`src/hdl/mode_seq_pkg.sv`:
```
// Constants, frame layout and mode encoding for the operating-mode sequencer.
package mode_seq_pkg;

  // --------------------------------------------------------------------------
  // Clock and timing
  // --------------------------------------------------------------------------
  localparam int CLK_PERIOD_NS = 10;
  localparam int RESET_DWELL_NS = 400;
  localparam int RESET_DWELL_CYCLES = (RESET_DWELL_NS + CLK_PERIOD_NS - 1) / CLK_PERIOD_NS;
  localparam int WAKE_HOLD_US = 100;
  localparam int WAKE_HOLD_CYCLES = (WAKE_HOLD_US * 1000 + CLK_PERIOD_NS - 1) / CLK_PERIOD_NS;
  localparam int SLEEP_ENTRY_US = 1000;
  localparam int SLEEP_ENTRY_CYCLES =
    (SLEEP_ENTRY_US * 1000 + CLK_PERIOD_NS - 1) / CLK_PERIOD_NS;
  localparam int RETRY_INTERVAL_US = 10000;
  localparam int RETRY_INTERVAL_CYCLES = (RETRY_INTERVAL_US * 1000) / CLK_PERIOD_NS;
  localparam int CNT_W = 24;

  // --------------------------------------------------------------------------
  // Serial frame layout
  // --------------------------------------------------------------------------
  localparam int FRAME_BITS = 32;
  localparam int BIT_CNT_W = 6;
  localparam int OP_MSB = 31;
  localparam int OP_LSB = 30;
  localparam int ADDR_MSB = 29;
  localparam int ADDR_LSB = 24;
  localparam logic [1:0] OP_WRITE = 2'h0;
  localparam logic [5:0] ADDR_CONTROL_WORD_ONE = 6'h01;
  localparam logic [5:0] ADDR_CONTROL_WORD_TWO = 6'h02;
  localparam int MODE_KEY_BIT = 1;
  localparam int GO_ACTIVE_BIT = 2;
  localparam int SLEEP_REQUEST_BIT = 3;

  // --------------------------------------------------------------------------
  // Synchroniser reset values, ordered as the module packs its pins
  // --------------------------------------------------------------------------
  localparam logic [6:0] PIN_SYNC_RESET = 7'h02;

  // --------------------------------------------------------------------------
  // Operating modes
  // --------------------------------------------------------------------------
  typedef enum logic [4:0] {
    MODE_STANDBY = 5'h01,
    MODE_PRE_STANDBY = 5'h02,
    MODE_RESET = 5'h04,
    MODE_LIMP_HOME = 5'h08,
    MODE_ACTIVE = 5'h10
  } op_mode_t;

endpackage

```
`src/hdl/operating_mode_sequencer.sv`:
```
// Operating-mode state machine with pin wake/sleep timing and keyed serial mode changes.
//
// Function
// - After power-on reset the device sits in Standby with the serial port inactive.
// - Standby wakes when drive input high or chip select low exceeds wake hold time.
// - Leaving Standby always goes into Reset first.
// - Reset returns all control and status to defaults; serial traffic is ignored.
// - Reset ends by itself after about 400 ns, entering Limp home.
// - Limp home: direct input control, channel one follows drive input, channel two off.
// - Limp home accepts writes but only the key sequences change behaviour.
// - A serial mode change, except the Active go-zero sleep-zero reset, starts with a key frame; the selecting frame must follow next.
// - Limp home, key then sleep one and go zero heads towards Standby.
// - Limp home, key then sleep zero and go one enters Active, bucks running.
// - Key then go zero, sleep one enters Pre-standby: bucks off, port active.
// - Pre-standby drops to Standby after select high and input low past sleep time.
// - Active enters Reset on interface supply undervoltage or watchdog failure.
// - Active, a single frame with go zero and sleep zero forces Reset.
// - Active, key then go one and sleep one forces Reset.
// - Limp home clears the functional fault flag every retry interval.
// - Limp home restarts an over-temperature latched channel each retry once cooled.
module operating_mode_sequencer #(
  parameter int WAKE_HOLD_CYCLES = mode_seq_pkg::WAKE_HOLD_CYCLES,
  parameter int SLEEP_ENTRY_CYCLES = mode_seq_pkg::SLEEP_ENTRY_CYCLES,
  parameter int RETRY_INTERVAL_CYCLES = mode_seq_pkg::RETRY_INTERVAL_CYCLES
) (
  input wire logic clk_sys,
  input wire logic rst,
  input wire logic direct_drive_input,
  input wire logic chip_select_low,
  input wire logic spi_clock,
  input wire logic spi_data_in,
  input wire logic interface_supply_uv,
  input wire logic watchdog_fail,
  input wire logic fault_event,
  input wire logic fault_clear,
  input wire logic [1:0] ovt_event,
  input wire logic [1:0] ovt_clear,
  input wire logic [1:0] temp_released,
  output logic [4:0] op_mode,
  output logic spi_active,
  output logic regs_reset,
  output logic direct_input_enable,
  output logic buck1_enable,
  output logic buck2_enable,
  output logic functional_fault_flag,
  output logic [1:0] ovt_latched
);

  localparam int CW = mode_seq_pkg::CNT_W;
  localparam logic [CW-1:0] WAKE_LIM = CW'(WAKE_HOLD_CYCLES);
  localparam logic [CW-1:0] SLEEP_LIM = CW'(SLEEP_ENTRY_CYCLES);
  localparam logic [CW-1:0] RETRY_LIM = CW'(RETRY_INTERVAL_CYCLES - 1);
  localparam logic [CW-1:0] DWELL_LIM = CW'(mode_seq_pkg::RESET_DWELL_CYCLES - 1);
  localparam logic [mode_seq_pkg::BIT_CNT_W-1:0] FULL_FRAME =
    mode_seq_pkg::BIT_CNT_W'(mode_seq_pkg::FRAME_BITS);

  // --------------------------------------------------------------------------
  // Helper functions
  // --------------------------------------------------------------------------

  // Counts while the qualifying level holds, saturates at the limit, and
  // drops to zero the moment the level breaks.
  function automatic logic [CW-1:0] hold_count(input logic cond, input logic [CW-1:0] cnt,
                                               input logic [CW-1:0] lim);
    logic [CW-1:0] res;
    res = '0;
    if (cond && (cnt < lim)) begin
      res = cnt + CW'(1);
    end else if (cond) begin
      res = cnt;
    end
    return res;
  endfunction

  function automatic logic is_write_to(input logic [31:0] frame, input logic [5:0] addr);
    return (frame[mode_seq_pkg::OP_MSB:mode_seq_pkg::OP_LSB] == mode_seq_pkg::OP_WRITE) &&
           (frame[mode_seq_pkg::ADDR_MSB:mode_seq_pkg::ADDR_LSB] == addr);
  endfunction

  // --------------------------------------------------------------------------
  // Pin synchronisers
  // --------------------------------------------------------------------------
  logic [6:0] pin_meta_reg;
  logic [6:0] pin_sync_reg;
  logic sclk_prev_reg;
  logic csn_prev_reg;

  always_ff @(posedge clk_sys or posedge rst) begin
    if (rst) begin
      pin_meta_reg <= mode_seq_pkg::PIN_SYNC_RESET;
      pin_sync_reg <= mode_seq_pkg::PIN_SYNC_RESET;
    end else begin
      pin_meta_reg <= {temp_released, interface_supply_uv, spi_data_in, spi_clock,
                       chip_select_low, direct_drive_input};
      pin_sync_reg <= pin_meta_reg;
    end
  end

  logic din_s;
  logic csn_s;
  logic sclk_s;
  logic mosi_s;
  logic uv_s;
  logic [1:0] cool_s;

  assign din_s = pin_sync_reg[0];
  assign csn_s = pin_sync_reg[1];
  assign sclk_s = pin_sync_reg[2];
  assign mosi_s = pin_sync_reg[3];
  assign uv_s = pin_sync_reg[4];
  assign cool_s = pin_sync_reg[6:5];

  always_ff @(posedge clk_sys or posedge rst) begin
    if (rst) begin
      sclk_prev_reg <= 1'b0;
      csn_prev_reg <= 1'b1;
    end else begin
      sclk_prev_reg <= sclk_s;
      csn_prev_reg <= csn_s;
    end
  end

  // --------------------------------------------------------------------------
  // Mode register and frame receiver
  // --------------------------------------------------------------------------
  mode_seq_pkg::op_mode_t mode_reg;
  mode_seq_pkg::op_mode_t mode_next;
  logic [31:0] shift_reg;
  logic [mode_seq_pkg::BIT_CNT_W-1:0] bit_cnt_reg;
  logic sclk_rise;
  logic frame_end;
  logic frame_done;
  logic port_on;

  assign sclk_rise = sclk_s & ~sclk_prev_reg & ~csn_s;
  assign frame_end = csn_s & ~csn_prev_reg;
  assign port_on = (mode_reg == mode_seq_pkg::MODE_PRE_STANDBY) ||
                   (mode_reg == mode_seq_pkg::MODE_LIMP_HOME) ||
                   (mode_reg == mode_seq_pkg::MODE_ACTIVE);
  // A frame counts only when exactly a full word was clocked in; short or
  // long frames are dropped so that a glitch cannot fake a mode change.
  assign frame_done = frame_end && port_on && (bit_cnt_reg == FULL_FRAME);

  always_ff @(posedge clk_sys or posedge rst) begin
    if (rst) begin
      shift_reg <= 32'h0000_0000;
      bit_cnt_reg <= '0;
    end else if (frame_end || !port_on) begin
      bit_cnt_reg <= '0;
    end else if (sclk_rise) begin
      shift_reg <= {shift_reg[30:0], mosi_s};
      if (bit_cnt_reg <= FULL_FRAME) begin
        bit_cnt_reg <= bit_cnt_reg + mode_seq_pkg::BIT_CNT_W'(1);
      end
    end
  end

  // --------------------------------------------------------------------------
  // Frame decode and key handling
  // --------------------------------------------------------------------------
  logic key_frame;
  logic select_frame;
  logic go_bit;
  logic sleep_bit;
  logic key_pending_reg;

  assign key_frame = frame_done &&
                     is_write_to(shift_reg, mode_seq_pkg::ADDR_CONTROL_WORD_ONE) &&
                     shift_reg[mode_seq_pkg::MODE_KEY_BIT];
  assign select_frame = frame_done &&
                        is_write_to(shift_reg, mode_seq_pkg::ADDR_CONTROL_WORD_TWO);
  assign go_bit = shift_reg[mode_seq_pkg::GO_ACTIVE_BIT];
  assign sleep_bit = shift_reg[mode_seq_pkg::SLEEP_REQUEST_BIT];

  always_ff @(posedge clk_sys or posedge rst) begin
    if (rst) begin
      key_pending_reg <= 1'b0;
    end else if (mode_next != mode_reg) begin
      key_pending_reg <= 1'b0;
    end else if (frame_done) begin
      key_pending_reg <= key_frame;
    end
  end

  // --------------------------------------------------------------------------
  // Timed pin conditions
  // --------------------------------------------------------------------------
  logic [CW-1:0] wake_cnt_reg;
  logic [CW-1:0] sleep_cnt_reg;
  logic [CW-1:0] dwell_cnt_reg;
  logic wake_cond;
  logic sleep_cond;
  logic wake_hit;
  logic sleep_hit;
  logic dwell_done;

  assign wake_cond = (mode_reg == mode_seq_pkg::MODE_STANDBY) && (din_s || !csn_s);
  assign sleep_cond = (mode_reg == mode_seq_pkg::MODE_PRE_STANDBY) && csn_s && !din_s;
  // Counting to the limit and then demanding one more cycle of the level
  // makes the hold strictly longer than the set time.
  assign wake_hit = wake_cond && (wake_cnt_reg == WAKE_LIM);
  assign sleep_hit = sleep_cond && (sleep_cnt_reg == SLEEP_LIM);
  assign dwell_done = (mode_reg == mode_seq_pkg::MODE_RESET) && (dwell_cnt_reg == DWELL_LIM);

  always_ff @(posedge clk_sys or posedge rst) begin
    if (rst) begin
      wake_cnt_reg <= '0;
      sleep_cnt_reg <= '0;
    end else begin
      wake_cnt_reg <= hold_count(wake_cond, wake_cnt_reg, WAKE_LIM);
      sleep_cnt_reg <= hold_count(sleep_cond, sleep_cnt_reg, SLEEP_LIM);
    end
  end

  always_ff @(posedge clk_sys or posedge rst) begin
    if (rst) begin
      dwell_cnt_reg <= '0;
    end else begin
      dwell_cnt_reg <= hold_count(mode_reg == mode_seq_pkg::MODE_RESET, dwell_cnt_reg,
                                  DWELL_LIM);
    end
  end

  // --------------------------------------------------------------------------
  // Mode transitions
  // --------------------------------------------------------------------------
  always_comb begin
    mode_next = mode_reg;
    case (mode_reg)
      mode_seq_pkg::MODE_STANDBY: begin
        if (wake_hit) begin
          mode_next = mode_seq_pkg::MODE_RESET;
        end
      end
      mode_seq_pkg::MODE_RESET: begin
        if (dwell_done) begin
          mode_next = mode_seq_pkg::MODE_LIMP_HOME;
        end
      end
      mode_seq_pkg::MODE_LIMP_HOME: begin
        if (key_pending_reg && select_frame && !go_bit && sleep_bit) begin
          mode_next = mode_seq_pkg::MODE_PRE_STANDBY;
        end else if (key_pending_reg && select_frame && go_bit && !sleep_bit) begin
          mode_next = mode_seq_pkg::MODE_ACTIVE;
        end
      end
      mode_seq_pkg::MODE_PRE_STANDBY: begin
        if (sleep_hit) begin
          mode_next = mode_seq_pkg::MODE_STANDBY;
        end
      end
      mode_seq_pkg::MODE_ACTIVE: begin
        if (uv_s || watchdog_fail) begin
          mode_next = mode_seq_pkg::MODE_RESET;
        end else if (select_frame && !go_bit && !sleep_bit) begin
          mode_next = mode_seq_pkg::MODE_RESET;
        end else if (key_pending_reg && select_frame && go_bit && sleep_bit) begin
          mode_next = mode_seq_pkg::MODE_RESET;
        end else if (key_pending_reg && select_frame && !go_bit && sleep_bit) begin
          mode_next = mode_seq_pkg::MODE_PRE_STANDBY;
        end
      end
      default: begin
        mode_next = mode_seq_pkg::MODE_RESET;
      end
    endcase
  end

  always_ff @(posedge clk_sys or posedge rst) begin
    if (rst) begin
      mode_reg <= mode_seq_pkg::MODE_STANDBY;
    end else begin
      mode_reg <= mode_next;
    end
  end

  // --------------------------------------------------------------------------
  // Limp home retry timer and fault flags
  // --------------------------------------------------------------------------
  logic [CW-1:0] retry_cnt_reg;
  logic retry_tick;
  logic in_limp;
  logic in_reset;

  assign in_limp = (mode_reg == mode_seq_pkg::MODE_LIMP_HOME);
  assign in_reset = (mode_reg == mode_seq_pkg::MODE_RESET);
  assign retry_tick = in_limp && (retry_cnt_reg == RETRY_LIM);

  always_ff @(posedge clk_sys or posedge rst) begin
    if (rst) begin
      retry_cnt_reg <= '0;
    end else begin
      retry_cnt_reg <= hold_count(in_limp && !retry_tick, retry_cnt_reg, RETRY_LIM);
    end
  end

  // A fault reported in the same cycle as a clear keeps the flag set, so a
  // new fault is never swallowed by a periodic or software clear.
  // functional fault flag set and clear
  always_ff @(posedge clk_sys or posedge rst) begin
    if (rst) begin
      functional_fault_flag <= 1'b0;
    end else if (fault_event) begin
      functional_fault_flag <= 1'b1;
    end else if (in_reset || retry_tick ||
                 (fault_clear && (mode_reg == mode_seq_pkg::MODE_ACTIVE))) begin
      functional_fault_flag <= 1'b0;
    end
  end

  always_ff @(posedge clk_sys or posedge rst) begin
    if (rst) begin
      ovt_latched <= 2'h0;
    end else begin
      for (int ch = 0; ch < 2; ch++) begin
        if (ovt_event[ch]) begin
          ovt_latched[ch] <= 1'b1;
        end else if (in_reset) begin
          ovt_latched[ch] <= 1'b0;
        end else if (cool_s[ch] && (retry_tick ||
                     (ovt_clear[ch] && (mode_reg == mode_seq_pkg::MODE_ACTIVE)))) begin
          ovt_latched[ch] <= 1'b0;
        end
      end
    end
  end

  // --------------------------------------------------------------------------
  // Mode-dependent outputs
  // --------------------------------------------------------------------------
  // Mode, port, reset and direct-input outputs are registered from the next mode so they line up with mode_reg.
  always_ff @(posedge clk_sys or posedge rst) begin
    if (rst) begin
      op_mode <= mode_seq_pkg::MODE_STANDBY;
      spi_active <= 1'b0;
      regs_reset <= 1'b0;
      direct_input_enable <= 1'b0;
    end else begin
      op_mode <= mode_next;
      spi_active <= (mode_next == mode_seq_pkg::MODE_PRE_STANDBY) ||
                    (mode_next == mode_seq_pkg::MODE_LIMP_HOME) ||
                    (mode_next == mode_seq_pkg::MODE_ACTIVE);
      regs_reset <= (mode_next == mode_seq_pkg::MODE_RESET);
      direct_input_enable <= (mode_next == mode_seq_pkg::MODE_LIMP_HOME);
    end
  end

  // Channel mapping in Active is owned by the configuration logic; here the
  // channels are only permitted to run, and a thermal latch always wins.
  // limp home and active drive
  always_ff @(posedge clk_sys or posedge rst) begin
    if (rst) begin
      buck1_enable <= 1'b0;
      buck2_enable <= 1'b0;
    end else if (mode_reg == mode_seq_pkg::MODE_LIMP_HOME) begin
      buck1_enable <= din_s && !ovt_latched[0];
      buck2_enable <= 1'b0;
    end else if (mode_reg == mode_seq_pkg::MODE_ACTIVE) begin
      buck1_enable <= !ovt_latched[0];
      buck2_enable <= !ovt_latched[1];
    end else begin
      buck1_enable <= 1'b0;
      buck2_enable <= 1'b0;
    end
  end

endmodule

```
`config.mk`:
```
export PLATFORM = sky130hd
export DESIGN_NAME = operating_mode_sequencer
export DESIGN_NICKNAME = d
export VERILOG_FILES = /design/src/hdl/mode_seq_pkg.sv /design/src/hdl/operating_mode_sequencer.sv
export SDC_FILE = /design/constraint.sdc
export NUM_CORES = 1
export LEC_CHECK = 0
export BUFFER_PORTS_ARGS = -buffer_cell sky130_fd_sc_hd__buf_2
export CAP_MARGIN = 0
export CORE_MARGIN = 2
export CORE_UTILIZATION = 29
export DETAILED_ROUTE_END_ITERATION = 12
export GPL_TIMING_DRIVEN = 0
export SLEW_MARGIN = 15
export SYNTH_ARGS = -nofsm -noshare
export SYNTH_HDL_FRONTEND = slang
export SYNTH_SLANG_ARGS = --single-unit
```
`constraint.sdc`:
```
create_clock -name clk_sys -period 6.65 [get_ports clk_sys]
set_input_delay 1.33 -clock clk_sys [delete_from_list [all_inputs] [get_ports clk_sys]]
set_output_delay 1.33 -clock clk_sys [all_outputs]
set_load 0.02 [all_outputs]
```
==> results of run 1 <==
-- how the worst min path moves through the flow --
stage	start	endpoint	slack [ps]	cells past startpoint
finish	pin_meta_reg[2]$_DFF_PP0_	pin_sync_reg[2]$_DFF_PP0_	350	0
global route	pin_meta_reg[1]$_DFF_PP1_	pin_sync_reg[1]$_DFF_PP1_	360	0
CTS	pin_meta_reg[2]$_DFF_PP0_	pin_sync_reg[2]$_DFF_PP0_	350	0
detailed placement	pin_meta_reg[2]$_DFF_PP0_	pin_sync_reg[2]$_DFF_PP0_	340	0
global placement	pin_meta_reg[4]$_DFF_PP0_	pin_sync_reg[4]$_DFF_PP0_	330	0
floorplan	pin_meta_reg[0]$_DFF_PP0_	pin_sync_reg[0]$_DFF_PP0_	330	0
-- report_power, final --
part,switching [W],internal [W],total (W)
Sequential,0.00000494,0.00101,0.00101
Clock,0.000410,0.000589,0.00100
Combinational,0.0000298,0.0000137,0.0000435
-- placed cells by master, fill, tap and decap left out, types with 3 or more instances in the layout --
cell / instances
a21oi_1: 15
and2_1: 37
and3_1: 26
and4_1: 5
buf_2: 38
clkbuf_1: 11
clkbuf_16: 17
clkbuf_8: 3
clkinvlp_4: 3
dfrtp_1: 160
dfstp_2: 4
ha_1: 8
inv_1: 12
inv_6: 6
mux2_2: 32
mux2i_1: 4
nand2_1: 41
nand2b_1: 5
nand3_1: 23
nand4_1: 26
nand4b_1: 3
nor2_1: 68
nor3_1: 5
nor3b_1: 3
nor4_1: 14
nor4b_1: 3
nor4bb_1: 4
o21ai_0: 17
or3_1: 9
xnor2_1: 7
xor2_1: 37
-- synthesized netlist by cell type, types with 3 or more instances --
cell        n
dfrtp_1   160
nor2_1     68
nand2_1    41
and2_1     37
xor2_1     37
mux2_2     32
and3_1     26
nand4_1    26
nand3_1    23
o21ai_0    17
a21oi_1    15
nor4_1     14
inv_1      13
clkbuf_1   11
buf_2      10
or3_1       9
ha_1        8
xnor2_1     7
and4_1      5
nand2b_1    5
nor3_1      5
dfstp_2     4
mux2i_1     4
nor4bb_1    4
nand4b_1    3
nor3b_1     3
nor4b_1     3
-- layout make-up --
type / count / area (sq um) / area share
Inverter: 13 / 56.3 / 0.00669
Buffer: 22 / 103 / 0.0122
Clock buffer: 20 / 467 / 0.0555
Multi-Input combinational cell: 441 / 2970 / 0.353
Sequential cell: 164 / 4110 / 0.488
Tap cell: 324 / 405 / 0.0482
Timing Repair Buffer: 29 / 168 / 0.0199
Clock inverter: 12 / 140 / 0.0167
-- stage by stage --
step / worst slack [ps] / util / cell area [sq um]
final: 3970 / 0.345 / 8410
after CTS: 4030 / 0.345 / 8410
after detailed placement: 3580 / 0.320 / 7810
after global routing: 3800 / 0.345 / 8410
after floorplan: 893 / - / 7230
after global placement: -1080 / 0.319 / 7770
-- logic make-up after synthesis --
| group | share of synthesized area |
|---|---|
| and+or+nand+nor | 0.230 |
| DFF | 0.569 |
| muxes | 0.0554 |
| adders and majority gates | 0.0139 |
| buffers and inverters | 0.0209 |
| xor gates and xnor gates | 0.0533 |
| AOI/OAI and AO/OA | 0.0583 |
-- per-layer routing --
layer / GRT usage / wire length (microns) / vias up
li1: - / - / 2363
met1: 0.156 / 6870 / 2338
met2: 0.167 / 6310 / 64
met3: 0.0324 / 516 / 19
met4: 0.0374 / 181 / 0
met5: 0 / 0 / -
==> key figures, run 1 <==
Status
  • Status: complete, no violations

Placed design
  • GP Congestion: between 0.7 and 0.8
  • Input/output buffers: 28
  • Post-detail-place hpwl: between 9 and 10 mm
  • Dpl cells: 993

Setup path
  • Element type at the critical path end: flop
  • Peak fanout along the critical path: 9
  • Worst setup endpoint: key_pending_reg$_DFFE_PP0P_
  • Most used cell, CP: buf_2
  • Crit path max-delay family: simple AND/OR/NAND/NOR gates
  • Worst Path Buf+Inv: 2
  • Arr. time, crit path: 2970 ps
  • Required @ worst endpoint: around 7000 ps
  • Launch point of the worst path: op_mode[4]$_DFF_PP0_
  • R2R Setup Slk: approximately 4000 ps
  • CP max stage cell: nor4_1
  • Reg-to-reg critical path startpoint: op_mode[4]$_DFF_PP0_
  • Reg2reg end: key_pending_reg$_DFFE_PP0P_
  • WP depth: 8
  • Largest stage delay, worst path: roughly 810 ps
  • Startpoint types: flop
  • Crit path cell chain: buf_2 -> nor3_1 -> nand4bb_1 -> buf_2 -> nor4_1 -> nand4b_1 -> a211o_1 -> a2111oi_2
  • Crit Path Category: flop to flop
  • FF-to-FF path depth: 8

Drt
  • Vias per inst: around 4.7
  • Detail Route Antenna Nets: 0
  • DRT iter0 DRCs: between 200 and 300
  • DR WL/cell: around 14 microns
  • Vias: between 4,000 and 5,000
  • Total wire length: ~14 mm
  • Drt drc: 0
  • Pre-antenna DRT Iters: 4

STA
  • Slew Viols, Final: 0
  • Fmax: approximately 0.37 GHz
  • Fin. Hold Viols: 0
  • Period utilisation layout: 0.404
  • Slew @ Worst Pin: 912 ps
  • Clk_skew: around 13 ps
  • Tmin final: about 2700 ps
  • Hold Slack: roughly 350 ps
  • Setup Total Neg Slack: 0 ps
  • Endpoints failing setup: 0
  • Slew headroom: 0.386
  • RSZ-0062 raised after global routing: false

Clock network
  • Number of post-CTS setup repair buffers: 0
  • CTS Sinks: about 160
  • CTS tree: built
  • H-Tree Depth: 4
  • Clock latency on the worst-skew pair: around 430 ps
  • CTS resizes: 0
  • Clock root cell: clkbuf_16
  • Reg clk slew, reported paths: around 60 ps
  • Quantity of hold-fixing buffers added after cts: 0
  • Maximum clock insertion buffer count: 2
  • CTS Buf Count: 17

Floorplanning
  • Die ar.: about 26,000 sq um
  • Core area: about 24,000 sq um
  • Die Height: 162 microns
  • Width of the die: about 160 microns
  • Io pins: 29
  • Initial Util: 0.296
  • Row count: 57

Synthesis
  • Synth top area cells: dfrtp_1 (55%), mux2_2 (5.0%), xor2_1 (4.5%)
  • Top-area cell type share of the netlist area: 0.554
  • Asr flop ratio synth: 1.00
  • Synthesized instance count: 640
  • Syn_nets: roughly 660
  • Post-Syn Area: slightly above 7000 sq um
  • Seq/Total Area, Yosys: 0.569
  • Area leader, netlist: dfrtp_1
  • Synthesis Warnings: 0
  • EDFF count, synth: 0
  • Count of state elements after synthesis: 164
  • Ys flop type: dfrtp_1
  • Unique masters post-synth: 66
  • Syn avg cell area: approximately 11 sq um

GRT
  • GRT Util Overall: 0.112
  • Initial antenna violation count: 0
  • Number of global-route vias before repair: 4,715
  • Remaining Overflow, GRT: 0
  • Largest net degree at the start of global routing: 110
  • First-pass GRT wire length: 23.5 mm

Pwr
  • VDD IR max: approximately 0.00012 V
  • Power, Total: just over 0.002 W
  • Lkg Pwr: ~3.9 nW
  • Pwr dens: about 240 nW/um^2

Finish
  • Finished Layout Cells: 1,025
  • Layout area overhead: 16.4%
  • Nets: slightly above 700
  • Largest register FFs: 32
  • Share of cells above drive strength 1: 0.177
  • Fill count: between 2,000 and 2,500
  • Diode count: 0

Worst hold path
  • Worst Hold Class: flop to flop

Run
  • Max Cap Viol: 0
(Power assumes the default switching activity.)
==> run 2: changes to the inputs <==
Clock period 6.65 ns to 2.6 ns, I/O delays scaled along.
==> run 2 against run 1 <==
Effect of this change:
- via count hardly changed
- core utilization is 0.35 points higher
- sequential share of layout area is 0.50 points lower
- critical path depth is 1 lower
- clock skew is 4.5 ps lower
- sequential power grew to 2.6 times the previous value
- count of clock-buffer cells in the layout is 1 higher
- hold slack worse by 240 ps
- largest cell class unchanged
- critical path type unchanged
- cell count is 0.39% higher
- maximum frequency is 13% higher
- register-to-register slack worse by 3700 ps
- highest routed layer unchanged
==> key figures, run 2 (synthesized netlist as in run 1, its figures left out) <==
Setup path
  • FF-to-FF path depth: 7
  • Required @ worst endpoint: ~2900 ps
  • Startpoint types: flop
  • Crit path cell chain: inv_1 -> ha_1 -> or4b_1 -> nand4bb_1 -> o31a_1 -> a211o_1 -> a2111oi_2
  • CP max stage cell: or4b_1
  • Arr. time, crit path: 2680 ps
  • Reg2reg end: key_pending_reg$_DFFE_PP0P_
  • Largest stage delay, worst path: ~460 ps
  • Crit Path Category: flop to flop
  • Peak fanout along the critical path: 4
  • R2R Setup Slk: 230 ps
  • Reg-to-reg critical path startpoint: bit_cnt_reg[0]$_DFFE_PP0P_
  • Element type at the critical path end: flop

Finish
  • Final Util: 0.349
  • Most frequent cells in the layout: dfrtp_1 (160), nor2_1 (68), nand2_1 (41)
  • Layout area overhead: 17.6%
  • Diode count: 0
  • Nets: around 700
  • Largest register FFs: 32
  • Commonest non-fill, non-tap cell in the layout: dfrtp_1
  • Final Instance Area: 8500 sq um
  • Share of cells above drive strength 1: 0.183

Pwr
  • Pwr dens: between 600 and 700 nW/um^2
  • VDD IR max: roughly 0.0004 V
  • Switching share of total power: 0.210
  • Share of power burned in registers: 0.497
  • Int Power: 0.00411 W
  • Combinational power share: 0.024
  • Lkg Pwr: about 3.9 nW
  • Power, Total: between 0.005 and 0.006 W
  • Psw: 0.00109 W
  • Clock share of power: 0.479

STA
  • Slew Viols, Final: 0
  • Period utilisation layout: 0.911
  • Fmax: about 0.42 GHz
  • Clk_skew: just over 8 ps
  • Fin. Hold Viols: 0
  • Tmin final: roughly 2400 ps
  • Slew @ Worst Pin: ~690 ps
  • Hold Slack: ~110 ps
  • Setup Total Neg Slack: 0 ps
  • Endpoints failing setup: 0
  • RSZ-0062 raised after global routing: false
  • Slew headroom: 0.542

Clock network
  • CTS resizes: 0
  • Number of post-CTS setup repair buffers: 0
  • CTS Sinks: roughly 160
  • CTS Buf Count: 17
  • Reg clk slew, reported paths: 70 ps
  • Clock latency on the worst-skew pair: roughly 420 ps
  • Quantity of hold-fixing buffers added after cts: 0
  • Maximum clock insertion buffer count: 2
  • H-Tree Depth: 4
  • CTS tree: built
  • Clock root cell: clkbuf_16

Floorplanning
  • Row count: 57
  • Io pins: 29
  • Initial Util: 0.296
  • Width of the die: approximately 160 microns
  • Die ar.: between 20,000 and 30,000 sq um
  • Die Height: around 160 microns
  • Core area: around 24,000 sq um

GRT
  • Initial antenna violation count: 0
  • Number of global-route vias before repair: approximately 4,700
  • Remaining Overflow, GRT: 0
  • First-pass GRT wire length: approximately 24 mm
  • GRT Util Overall: 0.113
  • Largest net degree at the start of global routing: 37

Placed design
  • Area after DPL: between 7000 and 8000 sq um
  • GP Congestion: approximately 0.81
  • Input/output buffers: 28
  • Post-detail-place hpwl: approximately 10 mm

Drt
  • Detail Route Antenna Nets: 0
  • DRT iter0 DRCs: roughly 250
  • Top Layer Used: met4
  • Drt drc: 0
  • Total wire length: 13.8 mm
  • Pre-antenna DRT Iters: 4
  • Vias: around 4,800
  • Vias per inst: 4.65
  • DR WL/cell: between 10 and 15 microns
  • Wire length on met3: 568 microns
  • WL met2: around 6 mm
  • WL met1: ~7.1 mm

Worst hold path
  • Worst Hold Class: primary input to async pin

Run
  • Max Cap Viol: 0

Status
  • Status: complete, no violations
## run 2: how the worst max path moves through the flow
stage	endpoint	start	depth (start not counted)
2_1_floorplan	bit_cnt_reg[0]$_DFFE_PP0P_	rst	1
3_3_place_gp	wake_cnt_reg[1]$_DFFE_PP0P_	rst	2
3_5_place_dp	key_pending_reg$_DFFE_PP0P_	op_mode[4]$_DFF_PP0_	8
4_1_cts	key_pending_reg$_DFFE_PP0P_	op_mode[4]$_DFF_PP0_	8
5_1_grt	key_pending_reg$_DFFE_PP0P_	op_mode[3]$_DFF_PP0_	8
6_report	key_pending_reg$_DFFE_PP0P_	bit_cnt_reg[0]$_DFFE_PP0P_	7
## run 2: critical path, delay by kind of cell, from the launching register on
family	cells	cell delay, ps
AO/OA/AOI/OAI	3	880
AND/OR/NAND/NOR	2	770
flip-flops	1	410
adder cells (fa/ha/maj)	1	130
buffers and inverters	1	70
## run 2: cell type report
| cell class | count | area, sq um |
|---|---|---|
| Buffer | 22 | 103 |
| Clock buffer | 21 | 470 |
| Clock inverter | 11 | 128 |
| Fill cell | 2479 | 15900 |
| Inverter | 13 | 52.6 |
| Multi-Input combinational cell | 441 | 2990 |
| Sequential cell | 164 | 4110 |
| Tap cell | 324 | 405 |
| Timing Repair Buffer | 33 | 240 |
## run 2: metrics by stage
step                      setup slack [ps]  instances
after detailed placement              32.3        997
after global routing                  9.67       1029
after floorplan                      -1.52        640
after global placement               -1080        992
after CTS                             24.7       1029
final                                  232       1029
## run 2: layer usage
metal  vias to the layer above  GRT usage
li1                       2366          -
met1                      2343      0.161
met2                        62      0.161
met3                        10     0.0350
met4                         0     0.0382
met5                         -          0
## run 2: power groups by stage
stage	sequential, W	combinational, W	clock, W
detailed placement	0.00263	0.000131	0
global placement	0.00264	0.000110	0
CTS	0.00259	0.000131	0.00257
floorplan	0.00263	0.0000756	0
global route	0.00259	0.000145	0.00269
finish	0.00259	0.000125	0.00249
